### config.mk
export PLATFORM = sky130hd
export DESIGN_NAME = sdadc_status
export DESIGN_NICKNAME = d
export VERILOG_FILES = /design/src/include/sdadc_pkg.sv /design/src/logic/sdadc_status.sv
export SDC_FILE = /design/constraint.sdc
export NUM_CORES = 1
export LEC_CHECK = 0
export ABC_AREA = 1
export BUFFER_PORTS_ARGS = -buffer_cell sky130_fd_sc_hd__buf_2
export CORE_ASPECT_RATIO = 1.4
export CORE_MARGIN = 2
export CORE_UTILIZATION = 51
export CTS_CLUSTER_DIAMETER = 200
export DETAILED_ROUTE_END_ITERATION = 7
export PLACE_DENSITY = 0.88
export SKIP_LAST_GASP = 1
export SLEW_MARGIN = 5
export SYNTH_ARGS = -nofsm -noshare
export SYNTH_HDL_FRONTEND = slang
export SYNTH_SLANG_ARGS = --single-unit
### constraint.sdc
create_clock -name clk_in -period 1.4 [get_ports clk_in]
set_clock_uncertainty 0.05 [all_clocks]
set_input_delay 0.14 -clock clk_in [delete_from_list [all_inputs] [get_ports clk_in]]
set_output_delay 0.14 -clock clk_in [all_outputs]
set_load 0.03 [all_outputs]
### src/include/sdadc_pkg.sv
// Constants for the sigma-delta converter status and result-holding block
package sdadc_pkg;

    // ==============================================
    // Register addresses in special function space
    localparam logic [7:0] ADDR_STATUS    = 8'hd8;
    localparam logic [7:0] ADDR_MODE      = 8'hd1;
    localparam logic [7:0] ADDR_DECIM     = 8'hd4;
    localparam logic [7:0] ADDR_PRES_L    = 8'hd9;
    localparam logic [7:0] ADDR_PRES_M    = 8'hda;
    localparam logic [7:0] ADDR_PRES_H    = 8'hdb;
    localparam logic [7:0] ADDR_ARES_L    = 8'hdc;
    localparam logic [7:0] ADDR_ARES_H    = 8'hdd;
    localparam logic [7:0] ADDR_POFF_L    = 8'he1;
    localparam logic [7:0] ADDR_POFF_M    = 8'he2;
    localparam logic [7:0] ADDR_POFF_H    = 8'he3;
    localparam logic [7:0] ADDR_PGAIN_L   = 8'he9;
    localparam logic [7:0] ADDR_PGAIN_M   = 8'hea;
    localparam logic [7:0] ADDR_PGAIN_H   = 8'heb;
    localparam logic [7:0] ADDR_AOFF_L    = 8'hf1;
    localparam logic [7:0] ADDR_AOFF_H    = 8'hf2;
    localparam logic [7:0] ADDR_AGAIN_L   = 8'hf3;
    localparam logic [7:0] ADDR_AGAIN_H   = 8'hf4;

    // ==============================================
    // Status register bit positions
    localparam int BIT_PRI_DONE  = 7;
    localparam int BIT_AUX_DONE  = 6;
    localparam int BIT_CAL_DONE  = 5;
    localparam int BIT_NO_VREF   = 4;
    localparam int BIT_PRI_CLAMP = 3;
    localparam int BIT_AUX_CLAMP = 2;

    // ==============================================
    // Mode register bit positions
    localparam int BIT_NOTCH60   = 6;
    localparam int BIT_PRI_ON    = 5;
    localparam int BIT_AUX_ON    = 4;
    localparam int BIT_CAL_MODE  = 2;

    // ==============================================
    // Reset values
    localparam logic [7:0]  RST_STATUS = 8'h00;
    localparam logic [6:0]  RST_MODE   = 7'h08;
    localparam logic [7:0]  RST_DECIM  = 8'h45;
    localparam logic [23:0] RST_COEFF  = 24'h000000;

    // ==============================================
    // Calibration operation codes
    localparam logic [2:0] OP_INT_ZERO = 3'h4;
    localparam logic [2:0] OP_INT_FULL = 3'h5;
    localparam logic [2:0] OP_SYS_ZERO = 3'h6;
    localparam logic [2:0] OP_SYS_FULL = 3'h7;

endpackage

### src/logic/sdadc_status.sv
// Status flags, result and coefficient holding for a dual sigma-delta converter

// Notes on behaviour
// Primary ready flag, status bit 7, sets on conversion or calibration completion.
// Primary ready clears by direct zero write or a calibration mode write.
// While primary ready is set, primary results and coefficients are frozen.
// Auxiliary ready flag, bit 6, behaves the same for the auxiliary converter.
// Calibration-done flag, bit 5, sets when a calibration finishes.
// Calibration-done clears on any mode write starting conversion or calibration.
// Auxiliary calibration with temperature sensor selected never completes.
// Missing-reference flag, bit 4, tracks primary reference fault while converting.
// With missing reference set, every written result is forced to all ones.
// Primary error flag, bit 3, sets when the written result was clamped.
// After calibration, primary error flags a failure that blocked coefficient update.
// Primary error clears on a mode write starting conversion or calibration.
// Auxiliary error flag, bit 2, mirrors primary error for the auxiliary converter.
// Status bits 1 and 0 read zero and ignore writes.
// Status sits at D8H, resets to 00H, and accepts single-bit writes.
// Primary result is 24 bits in three bytes; low byte absent on narrow variant.
// Primary offset coefficient is 24 bits in three bytes.
// Primary gain coefficient is 24 bits in three bytes.
// Auxiliary offset and gain coefficients are 16 bits each, two bytes.
// One decimation word sets the update rate of both converters.
// Operation codes 100-111 select zero/full-scale internal and system calibrations.
// Primary power-on bit powers up primary converter; clearing powers it down.
// Any mode field write clears calibration-done and error flags same cycle; ready flags clear only on a calibration mode write.
module sdadc_status #(
    parameter bit NARROW_RESULT = 1'b0
) (
    // Clock and reset
    input  wire logic        clk_in,
    input  wire logic        sys_rst_in,
    // Special function register port
    input  wire logic [7:0]  sfr_addr_in,
    input  wire logic        sfr_wr_in,
    input  wire logic [7:0]  sfr_wdata_in,
    input  wire logic        bit_wr_in,
    input  wire logic [2:0]  bit_sel_in,
    input  wire logic        bit_val_in,
    output logic      [7:0]  sfr_rdata_out,
    // Primary converter back end
    input  wire logic        pri_conv_done_in,
    input  wire logic [23:0] pri_raw_in,
    input  wire logic        pri_over_in,
    input  wire logic        pri_under_in,
    input  wire logic        pri_cal_done_in,
    input  wire logic        pri_cal_fail_in,
    input  wire logic [23:0] pri_cal_coeff_in,
    // Auxiliary converter back end
    input  wire logic        aux_conv_done_in,
    input  wire logic [15:0] aux_raw_in,
    input  wire logic        aux_over_in,
    input  wire logic        aux_under_in,
    input  wire logic        aux_cal_done_in,
    input  wire logic        aux_cal_fail_in,
    input  wire logic [15:0] aux_cal_coeff_in,
    input  wire logic        aux_temp_sel_in,
    // Reference detection
    input  wire logic        primary_vref_bad_in,
    // Converter control
    output logic             primary_power_on_out,
    output logic             aux_power_on_out,
    output logic             notch60_out,
    output logic      [2:0]  operation_code_out,
    output logic             mode_write_out,
    output logic      [7:0]  decimation_word_out
);

    // ==============================================
    // Result clamping
    // Returns {clamped, value}; missing reference beats range clamps
    function automatic logic [24:0] clamp24(input logic [23:0] raw, input logic over,
                                            input logic under, input logic noref);
        if (noref || over) begin
            clamp24 = {1'b1, 24'hffffff};
        end else if (under) begin
            clamp24 = {1'b1, 24'h000000};
        end else begin
            clamp24 = {1'b0, raw};
        end
    endfunction

    // Zero-scale codes load offset, full-scale codes load gain
    function automatic logic is_zero_cal(input logic [2:0] op);
        is_zero_cal = (op == sdadc_pkg::OP_INT_ZERO) || (op == sdadc_pkg::OP_SYS_ZERO);
    endfunction

    // ==============================================
    // Registers
    logic        pri_done_r, aux_done_r, cal_done_r, no_vref_r, pri_err_r, aux_err_r;
    logic [6:0]  mode_r;
    logic [7:0]  decim_r;
    logic [23:0] pres_r, poff_r, pgain_r;
    logic [15:0] ares_r, aoff_r, again_r;
    logic [7:0]  rdata_r;

    // ==============================================
    // Decode
    wire         st_wr     = sfr_wr_in && (sfr_addr_in == sdadc_pkg::ADDR_STATUS);
    wire         mode_wr   = sfr_wr_in && (sfr_addr_in == sdadc_pkg::ADDR_MODE);
    wire         decim_wr  = sfr_wr_in && (sfr_addr_in == sdadc_pkg::ADDR_DECIM);
    wire [2:0]   new_op    = sfr_wdata_in[2:0];
    wire         cal_start = mode_wr && new_op[sdadc_pkg::BIT_CAL_MODE];

    // Status byte after software action, whole byte or single bit
    wire [7:0] status_rd = {pri_done_r, aux_done_r, cal_done_r, no_vref_r,
                            pri_err_r, aux_err_r, 2'b00};
    wire [7:0] bit_hit   = bit_wr_in ? (8'h01 << bit_sel_in) : 8'h00;
    wire [7:0] st_sw     = st_wr ? sfr_wdata_in : ((status_rd & ~bit_hit) | ({8{bit_val_in}} & bit_hit));

    // Flag values after software action, before hardware events
    wire pri_done_sw = cal_start ? 1'b0 : st_sw[sdadc_pkg::BIT_PRI_DONE];
    wire aux_done_sw = cal_start ? 1'b0 : st_sw[sdadc_pkg::BIT_AUX_DONE];
    wire cal_sw      = mode_wr ? 1'b0 : st_sw[sdadc_pkg::BIT_CAL_DONE];
    wire pri_err_sw  = mode_wr ? 1'b0 : st_sw[sdadc_pkg::BIT_PRI_CLAMP];
    wire aux_err_sw  = mode_wr ? 1'b0 : st_sw[sdadc_pkg::BIT_AUX_CLAMP];

    // Converters may only write while their ready flag is clear (or being cleared)
    wire pri_open = !pri_done_sw;
    wire aux_open = !aux_done_sw;

    wire cal_op_zero = is_zero_cal(mode_r[2:0]);

    // Primary events
    wire [24:0] pri_cl     = clamp24(pri_raw_in, pri_over_in, pri_under_in, no_vref_r);
    wire        pri_conv   = pri_conv_done_in && pri_open;
    wire        pri_cal    = pri_cal_done_in && pri_open;
    wire        pri_cal_ok = pri_cal && !pri_cal_fail_in;

    // Auxiliary events; temperature-sensor calibration is dropped
    wire [24:0] aux_cl     = clamp24({aux_raw_in, 8'h00}, aux_over_in, aux_under_in, no_vref_r);
    wire        aux_conv   = aux_conv_done_in && aux_open;
    wire        aux_cal    = aux_cal_done_in && !aux_temp_sel_in && aux_open;
    wire        aux_cal_ok = aux_cal && !aux_cal_fail_in;

    wire any_on = mode_r[sdadc_pkg::BIT_PRI_ON] || mode_r[sdadc_pkg::BIT_AUX_ON];

    // ==============================================
    // Flags
    always_ff @(posedge clk_in) begin
        if (sys_rst_in) begin
            {pri_done_r, aux_done_r, cal_done_r, no_vref_r, pri_err_r, aux_err_r} <=
                sdadc_pkg::RST_STATUS[7:2];
        end else begin
            pri_done_r <= pri_done_sw || pri_conv || pri_cal;
            aux_done_r <= aux_done_sw || aux_conv || aux_cal;
            cal_done_r <= cal_sw || pri_cal || aux_cal;
            no_vref_r  <= any_on && primary_vref_bad_in;
            pri_err_r  <= pri_err_sw || (pri_conv && pri_cl[24])
                          || (pri_cal && pri_cal_fail_in);
            aux_err_r  <= aux_err_sw || (aux_conv && aux_cl[24])
                          || (aux_cal && aux_cal_fail_in);
        end
    end

    // ==============================================
    // Mode and decimation
    always_ff @(posedge clk_in) begin
        if (sys_rst_in) begin
            mode_r  <= sdadc_pkg::RST_MODE;
            decim_r <= sdadc_pkg::RST_DECIM;
        end else begin
            if (mode_wr) begin
                mode_r <= sfr_wdata_in[6:0];
            end
            if (decim_wr) begin
                decim_r <= sfr_wdata_in;
            end
        end
    end

    // ==============================================
    // Results and coefficients
    always_ff @(posedge clk_in) begin
        if (sys_rst_in) begin
            pres_r  <= sdadc_pkg::RST_COEFF;
            poff_r  <= sdadc_pkg::RST_COEFF;
            pgain_r <= sdadc_pkg::RST_COEFF;
            ares_r  <= sdadc_pkg::RST_COEFF[15:0];
            aoff_r  <= sdadc_pkg::RST_COEFF[15:0];
            again_r <= sdadc_pkg::RST_COEFF[15:0];
        end else begin
            if (pri_conv) begin
                pres_r <= pri_cl[23:0];
            end
            if (pri_cal_ok && cal_op_zero) begin
                poff_r <= pri_cal_coeff_in;
            end
            if (pri_cal_ok && !cal_op_zero) begin
                pgain_r <= pri_cal_coeff_in;
            end
            if (aux_conv) begin
                ares_r <= aux_cl[23:8];
            end
            if (aux_cal_ok && cal_op_zero) begin
                aoff_r <= aux_cal_coeff_in;
            end
            if (aux_cal_ok && !cal_op_zero) begin
                again_r <= aux_cal_coeff_in;
            end
        end
    end

    // ==============================================
    // Read mux, one cycle behind the address
    logic [7:0] rd_sel;
    always_comb begin
        case (sfr_addr_in)
            sdadc_pkg::ADDR_STATUS:  rd_sel = status_rd;
            sdadc_pkg::ADDR_MODE:    rd_sel = {1'b0, mode_r};
            sdadc_pkg::ADDR_DECIM:   rd_sel = decim_r;
            sdadc_pkg::ADDR_PRES_L:  rd_sel = NARROW_RESULT ? 8'h00 : pres_r[7:0];
            sdadc_pkg::ADDR_PRES_M:  rd_sel = pres_r[15:8];
            sdadc_pkg::ADDR_PRES_H:  rd_sel = pres_r[23:16];
            sdadc_pkg::ADDR_ARES_L:  rd_sel = ares_r[7:0];
            sdadc_pkg::ADDR_ARES_H:  rd_sel = ares_r[15:8];
            sdadc_pkg::ADDR_POFF_L:  rd_sel = NARROW_RESULT ? 8'h00 : poff_r[7:0];
            sdadc_pkg::ADDR_POFF_M:  rd_sel = poff_r[15:8];
            sdadc_pkg::ADDR_POFF_H:  rd_sel = poff_r[23:16];
            sdadc_pkg::ADDR_PGAIN_L: rd_sel = NARROW_RESULT ? 8'h00 : pgain_r[7:0];
            sdadc_pkg::ADDR_PGAIN_M: rd_sel = pgain_r[15:8];
            sdadc_pkg::ADDR_PGAIN_H: rd_sel = pgain_r[23:16];
            sdadc_pkg::ADDR_AOFF_L:  rd_sel = aoff_r[7:0];
            sdadc_pkg::ADDR_AOFF_H:  rd_sel = aoff_r[15:8];
            sdadc_pkg::ADDR_AGAIN_L: rd_sel = again_r[7:0];
            sdadc_pkg::ADDR_AGAIN_H: rd_sel = again_r[15:8];
            default:                 rd_sel = 8'h00;
        endcase
    end

    always_ff @(posedge clk_in) begin
        if (sys_rst_in) begin
            rdata_r <= 8'h00;
        end else begin
            rdata_r <= rd_sel;
        end
    end

    // ==============================================
    // Outputs
    assign sfr_rdata_out        = rdata_r;
    assign primary_power_on_out = mode_r[sdadc_pkg::BIT_PRI_ON];
    assign aux_power_on_out     = mode_r[sdadc_pkg::BIT_AUX_ON];
    assign notch60_out          = mode_r[sdadc_pkg::BIT_NOTCH60];
    assign operation_code_out   = mode_r[2:0];
    assign mode_write_out       = mode_wr;
    assign decimation_word_out  = decim_r;

endmodule // sdadc_status

==> results.sh <==
export IMPL_result_of_the_run="finished, violations left"
export IMPL_violations="negative setup slack"
export IMPL_cts_sinks=149
export IMPL_grt_setup_unrepaired="yes"
export IMPL_required_time_of_the_critical_path_ns=1.67
export IMPL_hold_path_startpoint="aux_conv_done_in"
export IMPL_io_pin_count=139
export IMPL_worst_r2r_setup_slack_ns=-0.25
export IMPL_crit_path_end_kind="flop"
export IMPL_antenna_found_initial=1
export IMPL_post_layout_nonfiller_instances=1670
export IMPL_chipHeight_um=148
export IMPL_synthDistinctLibCells=25
export IMPL_core_footprint_um2=14400
export IMPL_finalWorstSetupSlack_ns=-0.251
export IMPL_power_density_nw_per_um2=962
export IMPL_first_global_vias=8520
export IMPL_layout_cells_most_common_list="sky130_fd_sc_hd__nand2_1 (387), sky130_fd_sc_hd__nor2_1 (215), sky130_fd_sc_hd__dfxtp_1 (148), sky130_fd_sc_hd__buf_2 (136), sky130_fd_sc_hd__inv_1 (120)"
export IMPL_grt_pass1_wl_um=41400
export IMPL_gp_congestion=0.919
export IMPL_num_rows=52
export IMPL_grt_util_all_layers_pct=33.6
export IMPL_tritoncts="built"
export IMPL_num_vias=9268
export IMPL_grt_overflow=0
export IMPL_hold_viol=0
export IMPL_dr_first_iter_drc_count=789
export IMPL_die_w_um=107
export IMPL_ir_worst_vdd_uv=644
export IMPL_area_growth_pct=42.3
export IMPL_critical_path_reg2reg_startpoint="pri_done_r"
export IMPL_critical_path_peak_fanout=10
export IMPL_crit_path_start="pri_done_r"
export IMPL_worst_ep_arrival_time_ns=1.92
export IMPL_min_period_over_period_pct=118
export IMPL_detail_route_antenna_nets=0
export IMPL_fin_nets=1583
export IMPL_final_hold_worst_slack_ns=0.0131
export IMPL_kind_of_start_point_of_the_critical_path="flop"
export IMPL_clockBufferDepth=2
export IMPL_total_power_mw=10.3
export IMPL_root_buffer="sky130_fd_sc_hd__clkbuf_16"
export IMPL_worst_setup_path_type="reg2reg"
export IMPL_worst_slew_pin_slew_ns=0.452
export IMPL_multi_input_gate_area_um2=4100
export IMPL_synth_seq_area_share_pct=39.7
export IMPL_timing_fmax_mhz=606
export IMPL_num_fill_cells=994
export IMPL_r2r_worst_path_cells=10
export IMPL_syn_area_um2=7510
export IMPL_totalWireLength_um=28800
export IMPL_finalSetupViolCount=77
export IMPL_netlist_top_cells_area="sky130_fd_sc_hd__dfxtp_1 (40%), sky130_fd_sc_hd__nand2_1 (20%), sky130_fd_sc_hd__nor2_1 (12%), sky130_fd_sc_hd__inv_1 (6.1%), sky130_fd_sc_hd__nand3_1 (5.5%)"
export IMPL_clock_latency_ns=0.44
export IMPL_total_number_of_h_tree_levels=4
export IMPL_final_period_minus_worst_setup_slack_ns=1.65
export IMPL_layout_core_utilization_pct=74.0
export IMPL_cts_buffers_inserted=17
export IMPL_drc=0
export IMPL_initial_core_util_pct=52.0
export IMPL_layout_commonest_cell="sky130_fd_sc_hd__nand2_1"
export IMPL_final_max_slew_violation_count=0
export IMPL_port_buffer_count=138
export IMPL_cap_viol_max_count=0
export IMPL_synth_largest_area_cell="sky130_fd_sc_hd__dfxtp_1"
export IMPL_timing_critical_path_slowest_cell_delay_ns=0.36
export IMPL_worstHoldPathType="in2reg"
export IMPL_synth_net_count=1331
export IMPL_die_area_um2=15700
export IMPL_post_synth_cell_area_avg_um2=6.18
export IMPL_iteration_count_of_the_initial_detailed_routing_pass=6
export IMPL_regArea_um2=2990
export IMPL_postLayoutCellArea_um2=10700
export IMPL_placedInstanceArea_um2=9050
export IMPL_crit_path_top_delay_cell="sky130_fd_sc_hd__dfxtp_4"
export IMPL_timing_max_slew_rel_slack_pct=69.7
export IMPL_avgRoutedWirePerCell_um=17.3
export IMPL_lkg_pwr_nw=5.37
export IMPL_timing_hold_worst_path_depth=3
export IMPL_placed_cells_incl_taps=1568
export IMPL_grt_max_degree=71
export IMPL_synth_seq_cells=149
export IMPL_via_per_inst=5.55
export IMPL_yosys_warnings=0
export IMPL_detailed_place_hpwl_um=17600
export IMPL_netlist_area_leader_share_pct=39.7
export IMPL_clkTransAtPathRegs_ns=0.07
export IMPL_final_layout_size_suffix_gt1_share_pct=25.9
export IMPL_post_synth_inst_count=1215
export IMPL_crit_chain="o21ai_2 > nand2_1 > nand2_2 > nand2_2 > nand2_4 > nand4_4 > buf_12 > buf_16 > nor2_1 > nor2_1"
## metal layers
metal	vias to the layer above	routed length, µm	global-route usage (%)
li1	4243	-	-
met1	4151	9540	36.4
met2	657	13900	58.3
met3	217	2770	6.79
met4	0	2590	23.2
met5	-	0	0
## layout make-up
type / instances / share of cell area (%)
flip-flops and latches: 149 / 27.9
multi-input cells: 878 / 38.3
clock inverters: 13 / 1.02
repair buffers: 290 / 21.5
inverters: 131 / 4.81
well taps: 189 / 2.21
diodes: 1 / 0.0234
clock buffers: 19 / 4.14
## path summary, 6_finish.rpt
path / to
max: poff_r[21]
min: ares_r[2]
max reg2reg: poff_r[21]
min reg2reg: pres_r[4]
## cells in the mapped netlist
cell	n
sky130_fd_sc_hd__a21oi_1	59
sky130_fd_sc_hd__buf_1	1
sky130_fd_sc_hd__buf_2	15
sky130_fd_sc_hd__buf_4	5
sky130_fd_sc_hd__buf_6	7
sky130_fd_sc_hd__clkbuf_1	29
sky130_fd_sc_hd__clkinv_1	2
sky130_fd_sc_hd__dfxtp_1	149
sky130_fd_sc_hd__inv_1	122
sky130_fd_sc_hd__inv_2	7
sky130_fd_sc_hd__nand2_1	408
sky130_fd_sc_hd__nand2_2	4
sky130_fd_sc_hd__nand2_4	4
sky130_fd_sc_hd__nand3_1	83
sky130_fd_sc_hd__nand3_4	1
sky130_fd_sc_hd__nand4_1	11
sky130_fd_sc_hd__nand4_2	4
sky130_fd_sc_hd__nor2_1	239
sky130_fd_sc_hd__nor2_4	3
sky130_fd_sc_hd__nor2_8	1
sky130_fd_sc_hd__nor3_1	9
sky130_fd_sc_hd__nor3_2	1
sky130_fd_sc_hd__o211ai_1	8
sky130_fd_sc_hd__o21ai_0	39
sky130_fd_sc_hd__o22ai_1	4
## cell families after synthesis
group,share of synthesized area [%]
AND/OR/NAND/NOR,42.0
AO/OA/AOI/OAI,7.66
flip-flops,39.7
buffers and inverters,10.6
## power by group
group | switching [mW] | leakage, nW | internal, mW
registers | 0.0941 | 1.21 | 4.41
logic | 0.795 | 3.90 | 0.596
clock network | 1.92 | 0.257 | 2.47
## worst max-delay path: cells and delay by family, from the launching register on
family / cells / cell delay, ns
flip-flops: 1 / 0.36
AO/OA/AOI/OAI: 1 / 0.05
AND/OR/NAND/NOR: 7 / 0.69
buffers and inverters: 2 / 0.36
## stage by stage
step | worst slack, ns | TNS, ns
finish | -0.251 | -7.80
global route | -0.311 | -11.86
CTS | -0.0933 | -2.45
detailed placement | -0.490 | -57.44
global placement | -0.438 | -52.54
floorplan | -0.251 | -22.35
## sequential cells by signal, summed over array words and instances (netlist names), 8 cells and up
register	count
aoff_r	16
sfr_rdata_out	8
again_r	16
ares_r	16
poff_r	24
pres_r	24
decimation_word_out	8
pgain_r	24
## repair_timing
action | 4_1_cts | 5_1_grt
cloned | 5 | 3
buffers inserted | 4 | 9
setup endpoints to repair | 105 | 133
hold endpoints to repair | 89 | 0
gates resized for setup | 23 | 77
pin swaps | 2 | 35
hold buffers | 48 | 0
No activity file was read; power rests on OpenSTA's default activity.
